File: src/design/psda_addr.sv
// package and program address former for the program space data access block
`timescale 1ns/1ps
package psda_pkg;
  localparam int PM_W = 24;
  localparam int DW = 16;
  localparam int PAGE_W = 8;
  localparam int PC_W = 23;
  localparam int LANES = 3;
  localparam int BYTE_W = 8;
  localparam int CFG_BIT = 7;
  localparam int WIN_EA_W = 15;
  localparam logic [LANES-1:0] LANE_ALL = 3'h7;
  localparam logic [LANES-1:0] LANE_LOW_WORD = 3'h3;
  localparam logic [LANES-1:0] LANE_B0 = 3'h1;
  localparam logic [LANES-1:0] LANE_B1 = 3'h2;
  localparam logic [LANES-1:0] LANE_HI = 3'h4;
  localparam logic [LANES-1:0] LANE_NONE = 3'h0;
  localparam logic [PAGE_W-1:0] PAGE_RST = 8'h00;
  localparam logic [BYTE_W-1:0] BYTE_ZERO = 8'h00;
  typedef enum logic [1:0] {PSDA_FETCH, PSDA_TABLE, PSDA_WINDOW} psda_kind_t;
  typedef enum logic {PSDA_IDLE, PSDA_WAIT} psda_state_t;
endpackage

module psda_addr_gen
  import psda_pkg::*;
(
  input wire psda_kind_t kind,
  input wire logic [PC_W-1:0] pc,
  input wire logic [PAGE_W-1:0] table_page_select,
  input wire logic [PAGE_W-1:0] window_page,
  input wire logic [DW-1:0] ea,
  input wire logic tbl_high,
  input wire logic tbl_byte,
  input wire logic [DW-1:0] wdata,
  output logic [PM_W-1:0] addr,
  output logic [LANES-1:0] lane_en,
  output logic [PM_W-1:0] wdata_pm
);
  logic [BYTE_W-1:0] wbyte [LANES];

  // per lane write byte: upper lane takes low byte, byte writes replicate
  for (genvar i = 0; i < LANES; i++)
  begin : g_lane
    assign wbyte[i] = (i == LANES - 1 || tbl_byte) ? wdata[BYTE_W-1:0]
                                                  : wdata[(i % 2) * BYTE_W +: BYTE_W];
  end
  assign wdata_pm = {wbyte[2], wbyte[1], wbyte[0]};

  // address and lane enables per access kind
  always_comb
  begin
    addr = '0;
    lane_en = LANE_NONE;
    unique case (kind)
      PSDA_FETCH:
      begin
        addr = {1'b0, pc[PC_W-1:1], 1'b0};
        lane_en = LANE_ALL;
      end
      PSDA_TABLE:
      begin
        addr = {table_page_select, ea};
        if (tbl_high)
          lane_en = ea[0] ? LANE_NONE : LANE_HI;
        else if (tbl_byte)
          lane_en = ea[0] ? LANE_B1 : LANE_B0;
        else
          lane_en = LANE_LOW_WORD;
      end
      PSDA_WINDOW:
      begin
        addr = {1'b0, window_page, ea[WIN_EA_W-1:0]};
        lane_en = LANE_LOW_WORD;
      end
      default:
      begin
        addr = '0;
        lane_en = LANE_NONE;
      end
    endcase
  end
endmodule // psda_addr_gen

File: src/design/psda_top.sv
// program space data access: fetch, table and read-only window sequencing
`timescale 1ns/1ps
module psda_top
  import psda_pkg::*;
(
  input wire logic clk_sys,
  input wire logic rstn,
  input wire logic fetch_req,
  input wire logic [PC_W-1:0] fetch_pc,
  input wire logic tbl_req,
  input wire logic tbl_wr,
  input wire logic tbl_high,
  input wire logic tbl_byte,
  input wire logic [DW-1:0] tbl_ea,
  input wire logic [DW-1:0] tbl_wdata,
  input wire logic win_req,
  input wire logic win_wr,
  input wire logic [DW-1:0] win_ea,
  input wire logic page_wr,
  input wire logic [PAGE_W-1:0] page_wdata,
  input wire logic win_page_wr,
  input wire logic [PAGE_W-1:0] win_page_wdata,
  input wire logic [PM_W-1:0] pm_rdata,
  input wire logic pm_rvalid,
  output logic req_ready,
  output logic [PAGE_W-1:0] table_page_select,
  output logic [PM_W-1:0] pm_addr,
  output logic pm_rd,
  output logic pm_wr,
  output logic [LANES-1:0] pm_lane_en,
  output logic [PM_W-1:0] pm_wdata,
  output logic cfg_space,
  output logic resp_valid,
  output logic [DW-1:0] resp_data,
  output logic fetch_valid,
  output logic [PM_W-1:0] fetch_instr,
  output logic win_wr_drop
);
  psda_state_t st_q;
  psda_kind_t kind_sel;
  psda_kind_t rkind_q;
  logic [PAGE_W-1:0] page_q;
  logic [PAGE_W-1:0] win_page_q;
  logic [DW-1:0] ea_sel;
  logic take;
  logic is_wr;
  logic r_high_q;
  logic r_byte_q;
  logic r_ea0_q;
  logic [PM_W-1:0] addr_d;
  logic [LANES-1:0] lane_d;
  logic [PM_W-1:0] wdata_d;

  // arbitration: table first, then window, then fetch
  always_comb
  begin
    kind_sel = PSDA_FETCH;
    ea_sel = tbl_ea;
    if (tbl_req)
      kind_sel = PSDA_TABLE;
    else if (win_req)
    begin
      kind_sel = PSDA_WINDOW;
      ea_sel = win_ea;
    end
  end
  assign take = req_ready && (tbl_req || win_req || fetch_req);
  assign is_wr = tbl_req ? tbl_wr : (win_req && win_wr);

  psda_addr_gen u_addr_gen (
    .kind(kind_sel),
    .pc(fetch_pc),
    .table_page_select(page_q),
    .window_page(win_page_q),
    .ea(ea_sel),
    .tbl_high(tbl_high),
    .tbl_byte(tbl_byte),
    .wdata(tbl_wdata),
    .addr(addr_d),
    .lane_en(lane_d),
    .wdata_pm(wdata_d)
  );

  // page registers written by the core
  always_ff @(posedge clk_sys or negedge rstn)
  begin
    if (!rstn)
    begin
      page_q <= PAGE_RST;
      win_page_q <= PAGE_RST;
    end
    else
    begin
      if (page_wr)
        page_q <= page_wdata;
      if (win_page_wr)
        win_page_q <= win_page_wdata;
    end
  end
  assign table_page_select = page_q;

  // sequencer: one read outstanding at a time
  always_ff @(posedge clk_sys or negedge rstn)
  begin
    if (!rstn)
    begin
      st_q <= PSDA_IDLE;
      req_ready <= 1'b1;
    end
    else
    begin
      unique case (st_q)
        PSDA_IDLE:
          if (take && !is_wr)
          begin
            st_q <= PSDA_WAIT;
            req_ready <= 1'b0;
          end
        PSDA_WAIT:
          if (pm_rvalid)
          begin
            st_q <= PSDA_IDLE;
            req_ready <= 1'b1;
          end
      endcase
    end
  end

  // program memory command issue
  always_ff @(posedge clk_sys or negedge rstn)
  begin
    if (!rstn)
    begin
      pm_addr <= '0;
      pm_rd <= 1'b0;
      pm_wr <= 1'b0;
      pm_lane_en <= LANE_NONE;
      pm_wdata <= '0;
      cfg_space <= 1'b0;
      win_wr_drop <= 1'b0;
    end
    else
    begin
      pm_rd <= take && !is_wr;
      pm_wr <= take && is_wr && kind_sel == PSDA_TABLE;
      win_wr_drop <= take && is_wr && kind_sel == PSDA_WINDOW;
      if (take)
      begin
        pm_addr <= addr_d;
        pm_lane_en <= lane_d;
        pm_wdata <= wdata_d;
        cfg_space <= kind_sel == PSDA_TABLE && page_q[CFG_BIT];
      end
    end
  end

  // remember what the outstanding read needs for its answer
  always_ff @(posedge clk_sys or negedge rstn)
  begin
    if (!rstn)
    begin
      rkind_q <= PSDA_FETCH;
      r_high_q <= 1'b0;
      r_byte_q <= 1'b0;
      r_ea0_q <= 1'b0;
    end
    else if (take && !is_wr)
    begin
      rkind_q <= kind_sel;
      r_high_q <= tbl_high;
      r_byte_q <= tbl_byte;
      r_ea0_q <= ea_sel[0];
    end
  end

  // read answers: fetch gets the full word, data side gets 16 bits
  always_ff @(posedge clk_sys or negedge rstn)
  begin
    if (!rstn)
    begin
      resp_valid <= 1'b0;
      resp_data <= '0;
      fetch_valid <= 1'b0;
      fetch_instr <= '0;
    end
    else
    begin
      resp_valid <= st_q == PSDA_WAIT && pm_rvalid && rkind_q != PSDA_FETCH;
      fetch_valid <= st_q == PSDA_WAIT && pm_rvalid && rkind_q == PSDA_FETCH;
      if (st_q == PSDA_WAIT && pm_rvalid)
      begin
        fetch_instr <= pm_rdata;
        if (rkind_q == PSDA_TABLE && r_high_q)
          resp_data <= {BYTE_ZERO, r_ea0_q ? BYTE_ZERO : pm_rdata[PM_W-1 -: BYTE_W]};
        else if (rkind_q == PSDA_TABLE && r_byte_q)
          resp_data <= {BYTE_ZERO, pm_rdata[r_ea0_q * BYTE_W +: BYTE_W]};
        else
          resp_data <= pm_rdata[DW-1:0];
      end
    end
  end
endmodule // psda_top

File: config.mk
export PLATFORM = sky130hd
export DESIGN_NAME = psda_top
export DESIGN_NICKNAME = d
export VERILOG_FILES = /design/src/design/psda_addr.sv /design/src/design/psda_top.sv
export SDC_FILE = /design/constraint.sdc
export NUM_CORES = 1
export LEC_CHECK = 0
export ABC_AREA = 0
export BUFFER_PORTS_ARGS = -buffer_cell sky130_fd_sc_hd__buf_2
export CAP_MARGIN = 20
export CORE_UTILIZATION = 47
export DETAILED_ROUTE_END_ITERATION = 8
export PLACE_DENSITY = 0.78
export SYNTH_ARGS = -nofsm -noshare
export SYNTH_HDL_FRONTEND = slang
export SYNTH_SLANG_ARGS = --single-unit
export TNS_END_PERCENT = 5
File: constraint.sdc
create_clock -name clk_sys -period 1.9 [get_ports clk_sys]
set_input_delay 0.285 -clock clk_sys [delete_from_list [all_inputs] [get_ports clk_sys]]
set_output_delay 0.285 -clock clk_sys [all_outputs]
set_load 0.05 [all_outputs]
==> run summary, run 1 <==
In the finished design, the share of the clock period the worst path needs comes to 88.8%. The post-CTS clock slew at the launch and capture registers of the worst setup and hold paths was 0.10 ns; the internal portion of total power was 5.75 mW. The run gives 11.6 mm as the post-detailed-routing wire length. In the synthesized netlist the async set-or-reset flop fraction comes to 100%. The share of power burned in combinational logic is 56.4%, and the number of ports placed on the die boundary is 229. Net switching is 52.5% of the power. The first detailed-routing pass ran for 4 iterations. The run gives 19.1 mm as the wire length of the first global-routing pass. For the number of clock buffers inserted by TritonCTS, the log shows 9. The worst register-to-register path begins at r_byte_q.

sky130_fd_sc_hd__dfrtp_1 takes more of the synthesized area than any other cell. In this run the tightest slew margin relative to its limit is 40.5%. The path class of the lowest-slack min-delay path is input pin to flip-flop. The tools report the initial antenna violation count as 0.

The tools report the number of max-slew violations in the final report as 0. Dividing total power by cell area gives a power density of 1900 mW/mm². The instance count along the most critical hold path works out to 2. The deepest clock path buffer count was 2; the vias per cell was 5.17. Gates resized during post-CTS repair numbered 0. The share of total power in sequential cells is 32.6%.

The tools report the max-cap violation count as 0. Clock skew on the completed layout was measured at 0.00769 ns. Routability-driven placement finished with a final weighted congestion of 0.743.

The flop-to-flop setup slack is 0.21 ns. The worst setup path is captured at a flip-flop. The portion of synthesized cell area occupied by the leading cell type came out at 55.6%. The run finished with clean final reports. For the area occupied by multi-input gates, the log shows 0.00195 mm². Counting cells, the worst reg-to-reg path comes to 3. Input and output buffers added on the ports amount to 226.

The synthesized netlist contains 37 unique library cells. For the cell leakage power, the log shows 3.27 nW. The count of warnings emitted by yosys came out at 0. Sequential elements use 56.1% of the synthesized area. The slowest cell on the critical path was sky130_fd_sc_hd__a31oi_1. With fillers left out, the area of the finished cells amounts to 0.00636 mm². The most used routing layer was met2. The area added between synthesis and finish works out to 28.5%. By count the netlist is led by sky130_fd_sc_hd__dfrtp_1 (110), sky130_fd_sc_hd__mux2_2 (74), sky130_fd_sc_hd__o21ai_0 (40). In this run the worst path has a maximum fanout of 8. The tools report the type of element launching the critical path as a flip-flop.

Walking the worst path, the cells encountered are or2_2, a31oi_1, a22o_1. The setup path with the least slack is of type flip-flop to flip-flop. The critical path buffer and inverter count is 0. The detail-routed net length per standard cell is 15.7 µm, and the count of flip-flops with a built-in enable after synthesis is 0. The clock latency reported for the late side of the worst-skew pair was 0.36 ns; the total cell area at the placement stage was 0.00617 mm².

The post-route netlist has 55.3% of its cells at a drive strength greater than 1. Based on the critical path, the design can be clocked at up to 593 MHz. In this run the standard cell core region covers 0.0103 mm².

The final hold violation count was 0; the die area was 0.0109 mm². The first routing iteration left 105 violations. Synthesis produced a netlist whose cell count is 386. The clock sink count came out at 111.

After detailed routing, the number of remaining DRC violations is 0. By instance count, the leading cell after synthesis is sky130_fd_sc_hd__dfrtp_1. The tools report the accumulated negative setup slack as 0 ns.

The worst hold path terminates at st_q. At the placement stage, the worst setup path has a slack of 0.244 ns. The met3 layer usage reported by global route was 4.18%; the required arrival time at the worst endpoint was 2.20 ns. The via count of the first global-routing pass was 3859. The hold-fix buffer count after cts was 1; the arrival time of data at the critical path endpoint was 1.99 ns. The H-tree was split into 3 levels. The tools report the number of antenna cells inserted as 0. In this run the cell area of the synthesized design comes to 0.00495 mm².

The net count of the finished layout is 720. For the pin with the worst max-slew slack, the measured transition is 0.888 ns. The post-DP HPWL came out at 8.76 mm.

The worst hold path startpoint was pm_rvalid. Across all setup checks in the final design, the least slack found is 0.213 ns. Across the VDD grid, the largest voltage drop is 1080 µV. Summed over all nets, the switching power comes to 6.34 mW.

Summed over all layers, the global routing overflow is 0. Yosys attributes the largest share of cell area to sky130_fd_sc_hd__dfrtp_1 (56%), sky130_fd_sc_hd__mux2_2 (17%), sky130_fd_sc_hd__mux2i_1 (7.9%). The die width works out to 105 µm. The site row count is 37. On the worst path, the slowest cell contributes a delay of 0.68 ns. TritonCTS built the clock tree.

The starting density of the core is 48.2%, and the minimum clock period is 1.69 ns. The largest net degree at the start of global routing is 53, and the total global-route track usage is 22.1%. In this run the critical register-to-register path is captured at resp_data[9].

Setup violations remaining at the end of the flow were counted as 0. Averaged over all synthesized cells, the footprint is 12.8 µm². The logs give 0 for the total setup buffers inserted after CTS and 3814 for the overall via count from detail_route. Setup repair after global routing left no endpoint under its margin.

For met1 alone, demand over resource in global routing was 26.9%. The synthesized design contains 111 register bits. In this run, the clock network consumes 10.9% of the power. The tree is rooted in a sky130_fd_sc_hd__clkbuf_8. In this run the remaining antenna-violating nets after routing total 0. For this run, global-route usage on met2 was measured as 38.6%.

The commonest register cell after synthesis was sky130_fd_sc_hd__dfrtp_1. The layout has 866 filler cells. The cell class contributing the biggest share of worst-path delay is compound AO/OA/AOI/OAI gates. Counting every net in the synthesized netlist gives 509.

Measured along the y axis, the die boundary spans 105 µm. Power comes to 12.1 mW. The sequential standard cell area is 0.00278 mm².
## cell families (layout without fill, tap and decap cells)
| logic type | after synthesis | after routing | share of synthesized area (%) |
|---|---|---|---|
| buf+inv | 39 | 255 | 4.52 |
| flops | 111 | 111 | 56.1 |
| simple gates | 54 | 54 | 5.00 |
| mux | 115 | 115 | 25.3 |
| compound gates | 67 | 67 | 9.02 |
## final cells by class
class | instances | area share [%]
multi-input combinational | 236 | 30.7
tap | 136 | 2.67
sequential | 111 | 43.7
clock inverter | 6 | 0.688
timing repair buffer | 235 | 19.9
clock buffer | 10 | 2.16
inverter | 4 | 0.236
## worst max-delay path by stage
stage               from             to  slack [ns]  depth (start not counted)
6_report        r_byte_q   resp_data[9]        0.21                          3
5_1_grt         r_byte_q   resp_data[9]        0.12                          3
4_1_cts         r_byte_q  resp_data[14]        0.22                          3
3_5_place_dp    r_byte_q  resp_data[14]        0.24                          3
3_3_place_gp    r_byte_q  resp_data[15]        0.29                          3
2_1_floorplan  req_ready        r_ea0_q        0.12                          5
## stage by stage
step                hold WS (ns)  util (%)  std cells
finish                     0.138      61.9        738
CTS                        0.115      61.9        738
floorplan                -0.0106         -        386
global placement           0.252      60.0        721
global route               0.131      61.9        738
detailed placement         0.261      60.0        721
## flip-flops by register name, summed over array words and instances (netlist names), 2 cells and up
name / flops
fetch_instr: 24
pm_addr: 24
pm_lane_en: 3
pm_wdata: 16
resp_data: 16
rkind_q: 2
table_page_select: 8
win_page_q: 8
## layout by cell type (no fill, tap or decap), types with 3 or more instances in the layout
cell	n
sky130_fd_sc_hd__buf_2	225
sky130_fd_sc_hd__dfrtp_1	110
sky130_fd_sc_hd__mux2_2	74
sky130_fd_sc_hd__o21ai_0	40
sky130_fd_sc_hd__mux2i_1	39
sky130_fd_sc_hd__nand2_1	35
sky130_fd_sc_hd__clkbuf_8	10
sky130_fd_sc_hd__a22o_1	8
sky130_fd_sc_hd__a32oi_1	8
sky130_fd_sc_hd__buf_12	5
sky130_fd_sc_hd__nor2b_1	4
sky130_fd_sc_hd__buf_4	4
sky130_fd_sc_hd__and3b_1	3
sky130_fd_sc_hd__nor2_1	3
sky130_fd_sc_hd__inv_1	3
## worst register-to-register path, stage by stage, from the launching register on
cell and delay (ns):
sky130_fd_sc_hd__dfrtp_1 0.41, sky130_fd_sc_hd__or2_2 0.30, sky130_fd_sc_hd__a31oi_1 0.68, sky130_fd_sc_hd__a22o_1 0.24
## layer usage
layer | up-vias | share of wire, %
met5 | - | 0
met4 | 0 | 2.1
met3 | 17 | 5.7
met2 | 149 | 50
met1 | 1856 | 42
li1 | 1792 | -
## power groups by stage
stage	Clock [mW]	Combinational (mW)	Sequential [mW]
6_report	1.32	6.82	3.94
5_1_grt	1.46	7.13	4.09
4_1_cts	1.37	6.87	3.95
3_5_place_dp	0	6.87	3.99
3_3_place_gp	0	6.77	3.93
2_1_floorplan	0	2.15	7.18
Note: power is estimated with default switching activity, not from simulation.
==> run 2, diff against run 1 <==
--- a/config.mk
+++ b/config.mk
@@ -5,12 +5,13 @@
 export SDC_FILE = /design/constraint.sdc
 export NUM_CORES = 1
 export LEC_CHECK = 0
-export ABC_AREA = 0
+export ABC_AREA = 1
 export BUFFER_PORTS_ARGS = -buffer_cell sky130_fd_sc_hd__buf_2
-export CAP_MARGIN = 20
-export CORE_UTILIZATION = 47
+export CAP_MARGIN = 40
+export CORE_UTILIZATION = 49
+export CTS_BUF_LIST = sky130_fd_sc_hd__clkbuf_4
 export DETAILED_ROUTE_END_ITERATION = 8
-export PLACE_DENSITY = 0.78
+export PLACE_DENSITY = 0.81
 export SYNTH_ARGS = -nofsm -noshare
 export SYNTH_HDL_FRONTEND = slang
 export SYNTH_SLANG_ARGS = --single-unit
==> run 2 against run 1 <==
Synthesized cell count rose by 52%. Critical endpoint is now req_ready. Worst hold slack lost 0.098 ns. Clock skew up 0.0047 ns. Total power down 1.0%.
==> run summary, run 2 <==
The flow ran to the end, and the final reports show no timing, DRC or antenna violations. The starting density of the core was 50.9% (+2.7 points); the die area was 0.0107 mm² (-2.7%). The run gives 0 (unchanged) as the total setup buffers inserted after CTS. Among all stages on the critical path, the largest delay is contributed by sky130_fd_sc_hd__dfstp_2. The number of antenna cells inserted was 0 (unchanged). The site row count is 36 (-2.7%), and the share of flip-flops with an asynchronous set or reset after synthesis is 100% (unchanged). The remaining global-route overflow was 0 (unchanged). The clock latency reported for the late side of the worst-skew pair was 0.44 ns (+0.08 ns); the count of flip-flops with a built-in enable after synthesis was 0 (unchanged).

The number of port buffers came out at 226 (unchanged). The tools report the arrival time of data at the critical path endpoint as 1.33 ns (-0.66 ns). The largest registers in the layout are fetch_instr x24, pm_addr x24. The largest net degree at the start of global routing was 44 (-17%); the hold-fix buffer count after cts was 1 (unchanged). The transition time at the pin with the least slew margin came out at 0.466 ns (-0.422 ns). Leaving out fill and tap cells, the most frequent cells in the layout are sky130_fd_sc_hd__nand2_1 (243), sky130_fd_sc_hd__buf_2 (225), sky130_fd_sc_hd__dfrtp_1 (110), sky130_fd_sc_hd__nor2_1 (61), sky130_fd_sc_hd__a31oi_1 (31). Setup repair after global routing left no endpoint under its margin.

Synthesized net count: 709 (+39%). The number of clock buffers inserted by TritonCTS is 9 (unchanged), and the flop-to-flop setup slack is 0.31 ns (+0.10 ns). The final hold violation count came out at 0 (unchanged). The type of the worst setup path is flip-flop to primary output. For this run, the leading register cell type out of synthesis is sky130_fd_sc_hd__dfrtp_1. The logs give 0 (unchanged) for the initial antenna violation count and 111 (unchanged) for the clock sink count.

The critical path goes through buf_2. The power density relative to cell area came out at 1880 mW/mm² (-0.82%). The accumulated negative setup slack is 0 ns (unchanged).

Final setup skew: 0.0124 ns (+0.00473 ns). The average instance area after synthesis came out at 8.57 µm² (-33%). The remaining routing DRC violations came out at 0 (unchanged). The count of fill cells added during filler insertion is 879 (+1.5%). The commonest non-fill, non-tap cell in the layout is sky130_fd_sc_hd__nand2_1. The tools report the sequential share of the synthesized area as 55.3% (-0.78 points). The final period utilization was 85.0% (-3.7 points).

STA classifies the critical path endpoint as a primary output. The die width is 103 µm (-1.3%), and the cell count after synthesis is 586 (+52%). Minimum clock period: 1.62 ns (-0.0706 ns). The flip-flop and latch count after synthesis was 111 (unchanged). The largest fanout of any net on the critical path is 4 (-4). The number of max-slew violations in the final report was 0 (unchanged); the required arrival time at the worst endpoint was 1.62 ns (-0.58 ns). The detail-routed net length per standard cell works out to 14.2 µm (-9.9%). Fraction of final layout cells sized beyond drive strength 1: 34.5% (-21 points). Compared with the post-synthesis result, the final layout area differs by 26.5%.

The logs give 27 (-27%) for the number of distinct library cells after synthesis and 918 (+28%) for the number of nets in the finished design. Sequential standard cell area: 0.00278 mm² (unchanged). The vias per cell is 5.06 (-2.0%), and the achievable clock frequency is 619 MHz (+4.4%).

The cell family contributing the most delay on the critical path is flip-flops. The iteration count of the initial detailed-routing pass was 4 (unchanged). CTS placed an instance of sky130_fd_sc_hd__clkbuf_4 at the clock tree root. For the core footprint, the log shows 0.00986 mm² (-4.0%). The critical path buffer and inverter count is 1 (+1).

The number of ports placed on the die boundary was 229 (unchanged). The summed area of non-filler cells in the final layout was 0.00635 mm² (-0.20%). In the post-synthesis netlist, the biggest area contributors are sky130_fd_sc_hd__dfrtp_1 (55%), sky130_fd_sc_hd__nand2_1 (18%), sky130_fd_sc_hd__nor2_1 (4.6%). The run gives 1570 µV (+46%) as the worst vdd rail ir drop.

The run gives 0.00502 mm² (+1.4%) as the summed instance area of the synthesized netlist. For the violation count after the first detailed-route iteration, the log shows 204 (+94%). Number of cells upsized or downsized after cts: 0 (unchanged).

sky130_fd_sc_hd__nand2_1 is the most common cell in the netlist. The tools report the routability congestion estimate as 0.821 (+10%). The number of nets with antenna violations after routing was 0 (unchanged); the max-cap violation count was 0 (unchanged). The largest stage delay on the critical path is 0.61 ns (-0.07 ns).

The portion of synthesized cell area occupied by the leading cell type is 54.8% (-0.78 points). For the total cell area at the placement stage, the log shows 0.00623 mm² (+1.0%). The run gives 0 (unchanged) as the final-report setup violation count.

The die span in y is 103 µm (-1.3%). The wire length of the first global-routing pass was 20.0 mm (+5.0%). The tools report the type of element launching the critical path as a flip-flop. The total global-route track usage is 24.6% (+2.6 points). Most area-hungry cell type in the Yosys netlist: sky130_fd_sc_hd__dfrtp_1. After synthesis, the most frequently instantiated cells are sky130_fd_sc_hd__nand2_1 (243), sky130_fd_sc_hd__dfrtp_1 (110), sky130_fd_sc_hd__nor2_1 (61). The run gives 4718 (+24%) as the overall via count from detail_route. The post-CTS clock slew at the launch and capture registers of the worst setup and hold paths was 0.15 ns (+0.05 ns). The tools report the post-DP HPWL as 10.1 mm (+15%). The area occupied by multi-input gates is 0.00196 mm² (+0.51%). Count of warnings emitted by yosys: 0 (unchanged). The logs give 13.2 mm (+14%) for the post-detailed-routing wire length and 2 (unchanged) for the deepest clock path buffer count. The via count of the first global-routing pass was 4202 (+8.9%); the worst slew margin relative to its limit was 68.9% (+28 points). The maximum level of the CTS H-tree came out at 3 (unchanged).

For the cell leakage power, the log shows 3.44 nW (+5.2%). TritonCTS built the clock tree. Path class of the lowest-slack min-delay path: input pin to flip-flop.
run 2: cell count changes in the layout (fill, tap and decap cells not counted), moves of 8 or more:
cell,delta
sky130_fd_sc_hd__o21ai_0,-27
sky130_fd_sc_hd__a32oi_1,-8
sky130_fd_sc_hd__clkbuf_4,+11
sky130_fd_sc_hd__nand2_1,+208
sky130_fd_sc_hd__mux2i_1,-39
sky130_fd_sc_hd__nand3_1,+17
sky130_fd_sc_hd__a21boi_0,+18
sky130_fd_sc_hd__a31oi_1,+30
sky130_fd_sc_hd__clkbuf_8,-10
sky130_fd_sc_hd__nor2_1,+58
sky130_fd_sc_hd__a22o_1,-8
sky130_fd_sc_hd__mux2_2,-58
run 2: area by class of cell:
cell class                 count  area share (%)
multi-input combinational    423            30.9
clock inverter                 4           0.374
sequential                   111            43.8
timing repair buffer         239            20.4
clock buffer                  11            1.30
tap                          133            2.62
inverter                      11           0.650
run 2: final timing paths:
check                      cells after the start             end           start
setup / recovery                               1       req_ready       req_ready
setup reg to reg                               5      pm_addr[1]       req_ready
hold / removal                                 2            st_q       pm_rvalid
hold reg to reg                                2  fetch_instr[7]  fetch_instr[7]
max in group asynchronous                      3       req_ready            rstn
min in group asynchronous                      2  fetch_instr[0]            rstn
run 2: stage by stage:
step	power (mW)	cells	utilization, %	setup slack (ns)	hold WS [ns]
2_1_floorplan	9.41	586	-	0.376	-0.0106
3_3_place_gp	10.9	916	63.2	0.204	0.197
3_5_place_dp	11.0	916	63.2	0.165	0.202
4_1_cts	12.0	932	64.4	0.247	0.00456
5_1_grt	12.7	932	64.4	0.162	0.0168
6_report	12.0	932	64.4	0.284	0.0395
run 2: cells by family after synthesis:
kind of cell,after synthesis,share of synthesized area [%]
and+or+nand+nor,331,25.8
DFF,111,55.3
AOI/OAI and AO/OA,76,9.67
buffers and inverters,52,5.61
muxes,16,3.59
run 2: power by group:
group	internal [mW]	leakage [nW]	switching, mW	total [mW]
registers	3.35	1.33	0.606	3.95
logic	1.58	2.06	5.42	7.00
clock network	0.287	0.0564	0.731	1.02
run 2: metal layers:
layer	track usage (%)	part of all wire [%]	wire [µm]
met5	0	0	0
met1	32.9	41	5480
met2	39.6	49	6500
met3	5.38	7.3	964
met4	9.32	1.9	257
==> run 3, diff against run 2 <==
--- a/config.mk
+++ b/config.mk
@@ -11,6 +11,7 @@
 export CORE_UTILIZATION = 49
 export CTS_BUF_LIST = sky130_fd_sc_hd__clkbuf_4
 export DETAILED_ROUTE_END_ITERATION = 8
+export HOLD_SLACK_MARGIN = 0.15
 export PLACE_DENSITY = 0.81
 export SYNTH_ARGS = -nofsm -noshare
 export SYNTH_HDL_FRONTEND = slang
==> run 3 against run 2 <==
Die area stayed put. Clock skew grew 0.0080 ns. Maximum frequency shrank 7.9%. Sequential power increased by 1%. Worst setup slack worse by 0.14 ns. Combinational power rose by 4.4%.
==> run summary, run 3 (same netlist as run 2, synthesis figures left out) <==
The achievable clock frequency is 570 MHz (-7.9%). The startpoint of the worst setup timing path is tbl_req. The final period utilization came out at 92.3% (+7.3 points).

Slowest cell on the critical path: sky130_fd_sc_hd__dlygate4sd3_1. The number of nets with antenna violations after routing is 0 (unchanged). The number of cells traversed by the worst register-to-register path came out at 5 (unchanged). TritonCTS built the clock tree. The instance count on the critical path is 7 (+6), and the wire length on met2 is 8.53 mm (+31%).

The cell class contributing the biggest share of worst-path delay is buffers and inverters. The die area was 0.0107 mm² (unchanged). The run gives 0.00986 mm² (unchanged) as the core footprint.

The arrival time of data at the critical path endpoint is 2.09 ns (+0.76 ns). The final setup skew is 0.0204 ns (+0.00795 ns). The power density relative to cell area was 1700 mW/mm² (-9.8%); the minimum clock period was 1.75 ns (+0.138 ns). Setup repair after global routing left no endpoint under its margin. The tools report the clock sink count as 111 (unchanged). The tools report the total global-route track usage as 32.2% (+7.6 points). After detailed routing, no signal wire sits above met4.

For the post-DP HPWL, the log shows 10.1 mm (unchanged). The detail-routed net length per standard cell is 16.7 µm (+18%). The instance count after placement with tap cells included is 916 (unchanged), and the wire length of the first global-routing pass is 25.8 mm (+29%). The fraction of final layout cells sized beyond drive strength 1 is 31.0% (-3.6 points). The area added between synthesis and finish was 44.9%. The vias per cell was 5.38 (+6.4%). The tools report the end of the critical path as pm_addr[22]. The number of max-slew violations in the final report came out at 0 (unchanged).

The remaining global-route overflow came out at 0 (unchanged). For the number of antenna cells inserted, the log shows 0 (unchanged). The post-route met1 wirelength came out at 6.25 mm (+14%).

For the accumulated negative setup slack, the log shows 0 ns (unchanged). The transition time at the pin with the least slew margin is 0.498 ns (+0.0312 ns). For the worst slew margin relative to its limit, the log shows 66.8% (-2.1 points). In the layout the commonest cells are sky130_fd_sc_hd__nand2_1 (243), sky130_fd_sc_hd__buf_2 (225), sky130_fd_sc_hd__dfrtp_1 (110), sky130_fd_sc_hd__dlygate4sd3_1 (93), sky130_fd_sc_hd__nor2_1 (61).

The critical path buffer and inverter count is 3 (+2). The tree is rooted in a sky130_fd_sc_hd__clkbuf_4. The die span in y is 103 µm (unchanged), and the pre-CTS setup slack is 0.165 ns (unchanged). Final-report setup violation count: 0 (unchanged). The worst register-to-register path ends at pm_addr[22]. The commonest non-fill, non-tap cell in the layout is sky130_fd_sc_hd__nand2_1. The logs give 36 (unchanged) for the site row count and 0.32 ns (about the same) for the flop-to-flop setup slack.

The maximum level of the CTS H-tree is 3 (unchanged). The iteration count of the initial detailed-routing pass is 5 (+1), and the required arrival time at the worst endpoint is 2.24 ns (+0.62 ns). The largest fanout of any net on the critical path was 32 (+28); the post-detailed-routing wire length was 17.1 mm (+30%).

The cell leakage power came out at 3.83 nW (+11%). Number of nets in the finished design: 1010 (+10%). The number of port buffers is 226 (unchanged), and the routability congestion estimate is 0.821 (unchanged). The critical path goes through dlygate4sd3_1, buf_2, o21ai_4, nand2_4, buf_12, nor2_1, a31oi_1.

The number of clock buffers inserted by TritonCTS is 9 (unchanged). The violation count after the first detailed-route iteration was 368 (+80%); the met3 wirelength from detailed routing was 1.45 mm (+50%). The via count of the first global-routing pass came out at 5244 (+25%).

The worst setup path is launched from an input pin. The overall power of the completed layout came out at 12.4 mW (+3.4%). The deepest clock path buffer count was 2 (unchanged). The number of standard cells in the final layout excluding fillers came out at 1024 (+9.9%).

The run finished with clean final reports. The total setup buffers inserted after CTS was 0 (unchanged). The tools report the clock latency reported for the late side of the worst-skew pair as 0.47 ns (+0.03 ns). The number of ports placed on the die boundary was 229 (unchanged).

The worst hold path belongs to the class input pin to flip-flop. Remaining routing DRC violations: 0 (unchanged). The post-CTS clock slew at the launch and capture registers of the worst setup and hold paths is 0.16 ns (about the same). The run gives 0 (unchanged) as the final hold violation count.

The overall via count from detail_route is 5514 (+17%), and the die width is 103 µm (unchanged). For the initial antenna violation count, the log shows 0 (unchanged). The largest stage delay on the critical path came out at 0.54 ns (-0.07 ns). The tools report the starting density of the core as 50.9% (unchanged). The startpoint identified for the worst register-to-register timing path is req_ready. The tools report the worst vdd rail ir drop as 1870 µV (+19%). The type of the worst setup path is input pin to flip-flop. The largest registers in the layout are fetch_instr x24, pm_addr x24. The max-cap violation count is 0 (unchanged), and the setup slack after layout is 0.146 ns (-0.138 ns). Nature of the critical path endpoint: a flip-flop.

For the largest net degree at the start of global routing, the log shows 44 (unchanged).
## run 3: changes by cell type in the layout (fill, tap and decap cells not counted), sizes merged
cell	previous run	this run
dlygate4sd3	1	93
## run 3: tightest hold or removal path: stages
cell and delay (ns):
sky130_fd_sc_hd__buf_2 0.08, sky130_fd_sc_hd__a21boi_0 0.08, sky130_fd_sc_hd__a31oi_1 0.14
## run 3: what timing repair did
| item | CTS | global route |
|---|---|---|
| setup endpoints to repair | 0 | 6 |
| hold buffers | 93 | 0 |
| endpoints found under the hold margin | 195 | 0 |
| gates resized for setup | 0 | 1 |
## run 3: layout make-up
| class | instances | area, µm² |
|---|---|---|
| clock inverter | 4 | 23.8 |
| timing repair buffer | 331 | 2220 |
| clock buffer | 11 | 82.6 |
| tap | 133 | 166 |
| fill | 684 | 2590 |
| multi-input combinational | 423 | 1970 |
| inverter | 11 | 41.3 |
| sequential | 111 | 2780 |
## run 3: per-stage QoR
step / util, % / instance area [µm²] / hold slack [ns]
after floorplan: - / 5020 / -0.0106
after global placement: 63.2 / 6230 / 0.197
after detailed placement: 63.2 / 6230 / 0.202
after CTS: 73.7 / 7270 / 0.160
after global routing: 73.8 / 7280 / 0.183
final: 73.8 / 7280 / 0.162
## run 3: how the worst min path moves through the flow
stage                            start        endpoint  slack [ns]  depth (start not counted)
after global placement            rstn  fetch_instr[0]        0.20                          1
after CTS                 fetch_pc[21]     pm_addr[21]        0.16                          3
after detailed placement          rstn  fetch_instr[0]        0.20                          1
after floorplan                   rstn  fetch_instr[0]       -0.01                          0
after global routing      fetch_pc[17]     pm_addr[17]        0.18                          3
final                     fetch_pc[21]     pm_addr[21]        0.16                          3
## run 3: where the power goes
part	switching [mW]	internal [mW]	total [mW]
Combinational	5.61	1.71	7.31
Sequential	0.655	3.35	4.00
Clock	0.771	0.287	1.06
Total	7.03	5.34	12.4
## run 3: layer usage
| layer | GRT usage [%] | vias up |
|---|---|---|
| met1 | 38.0 | 2557 |
| met3 | 7.33 | 103 |
| met4 | 19.1 | 0 |
| met5 | 0 | - |
| li1 | - | 2476 |
| met2 | 54.3 | 378 |
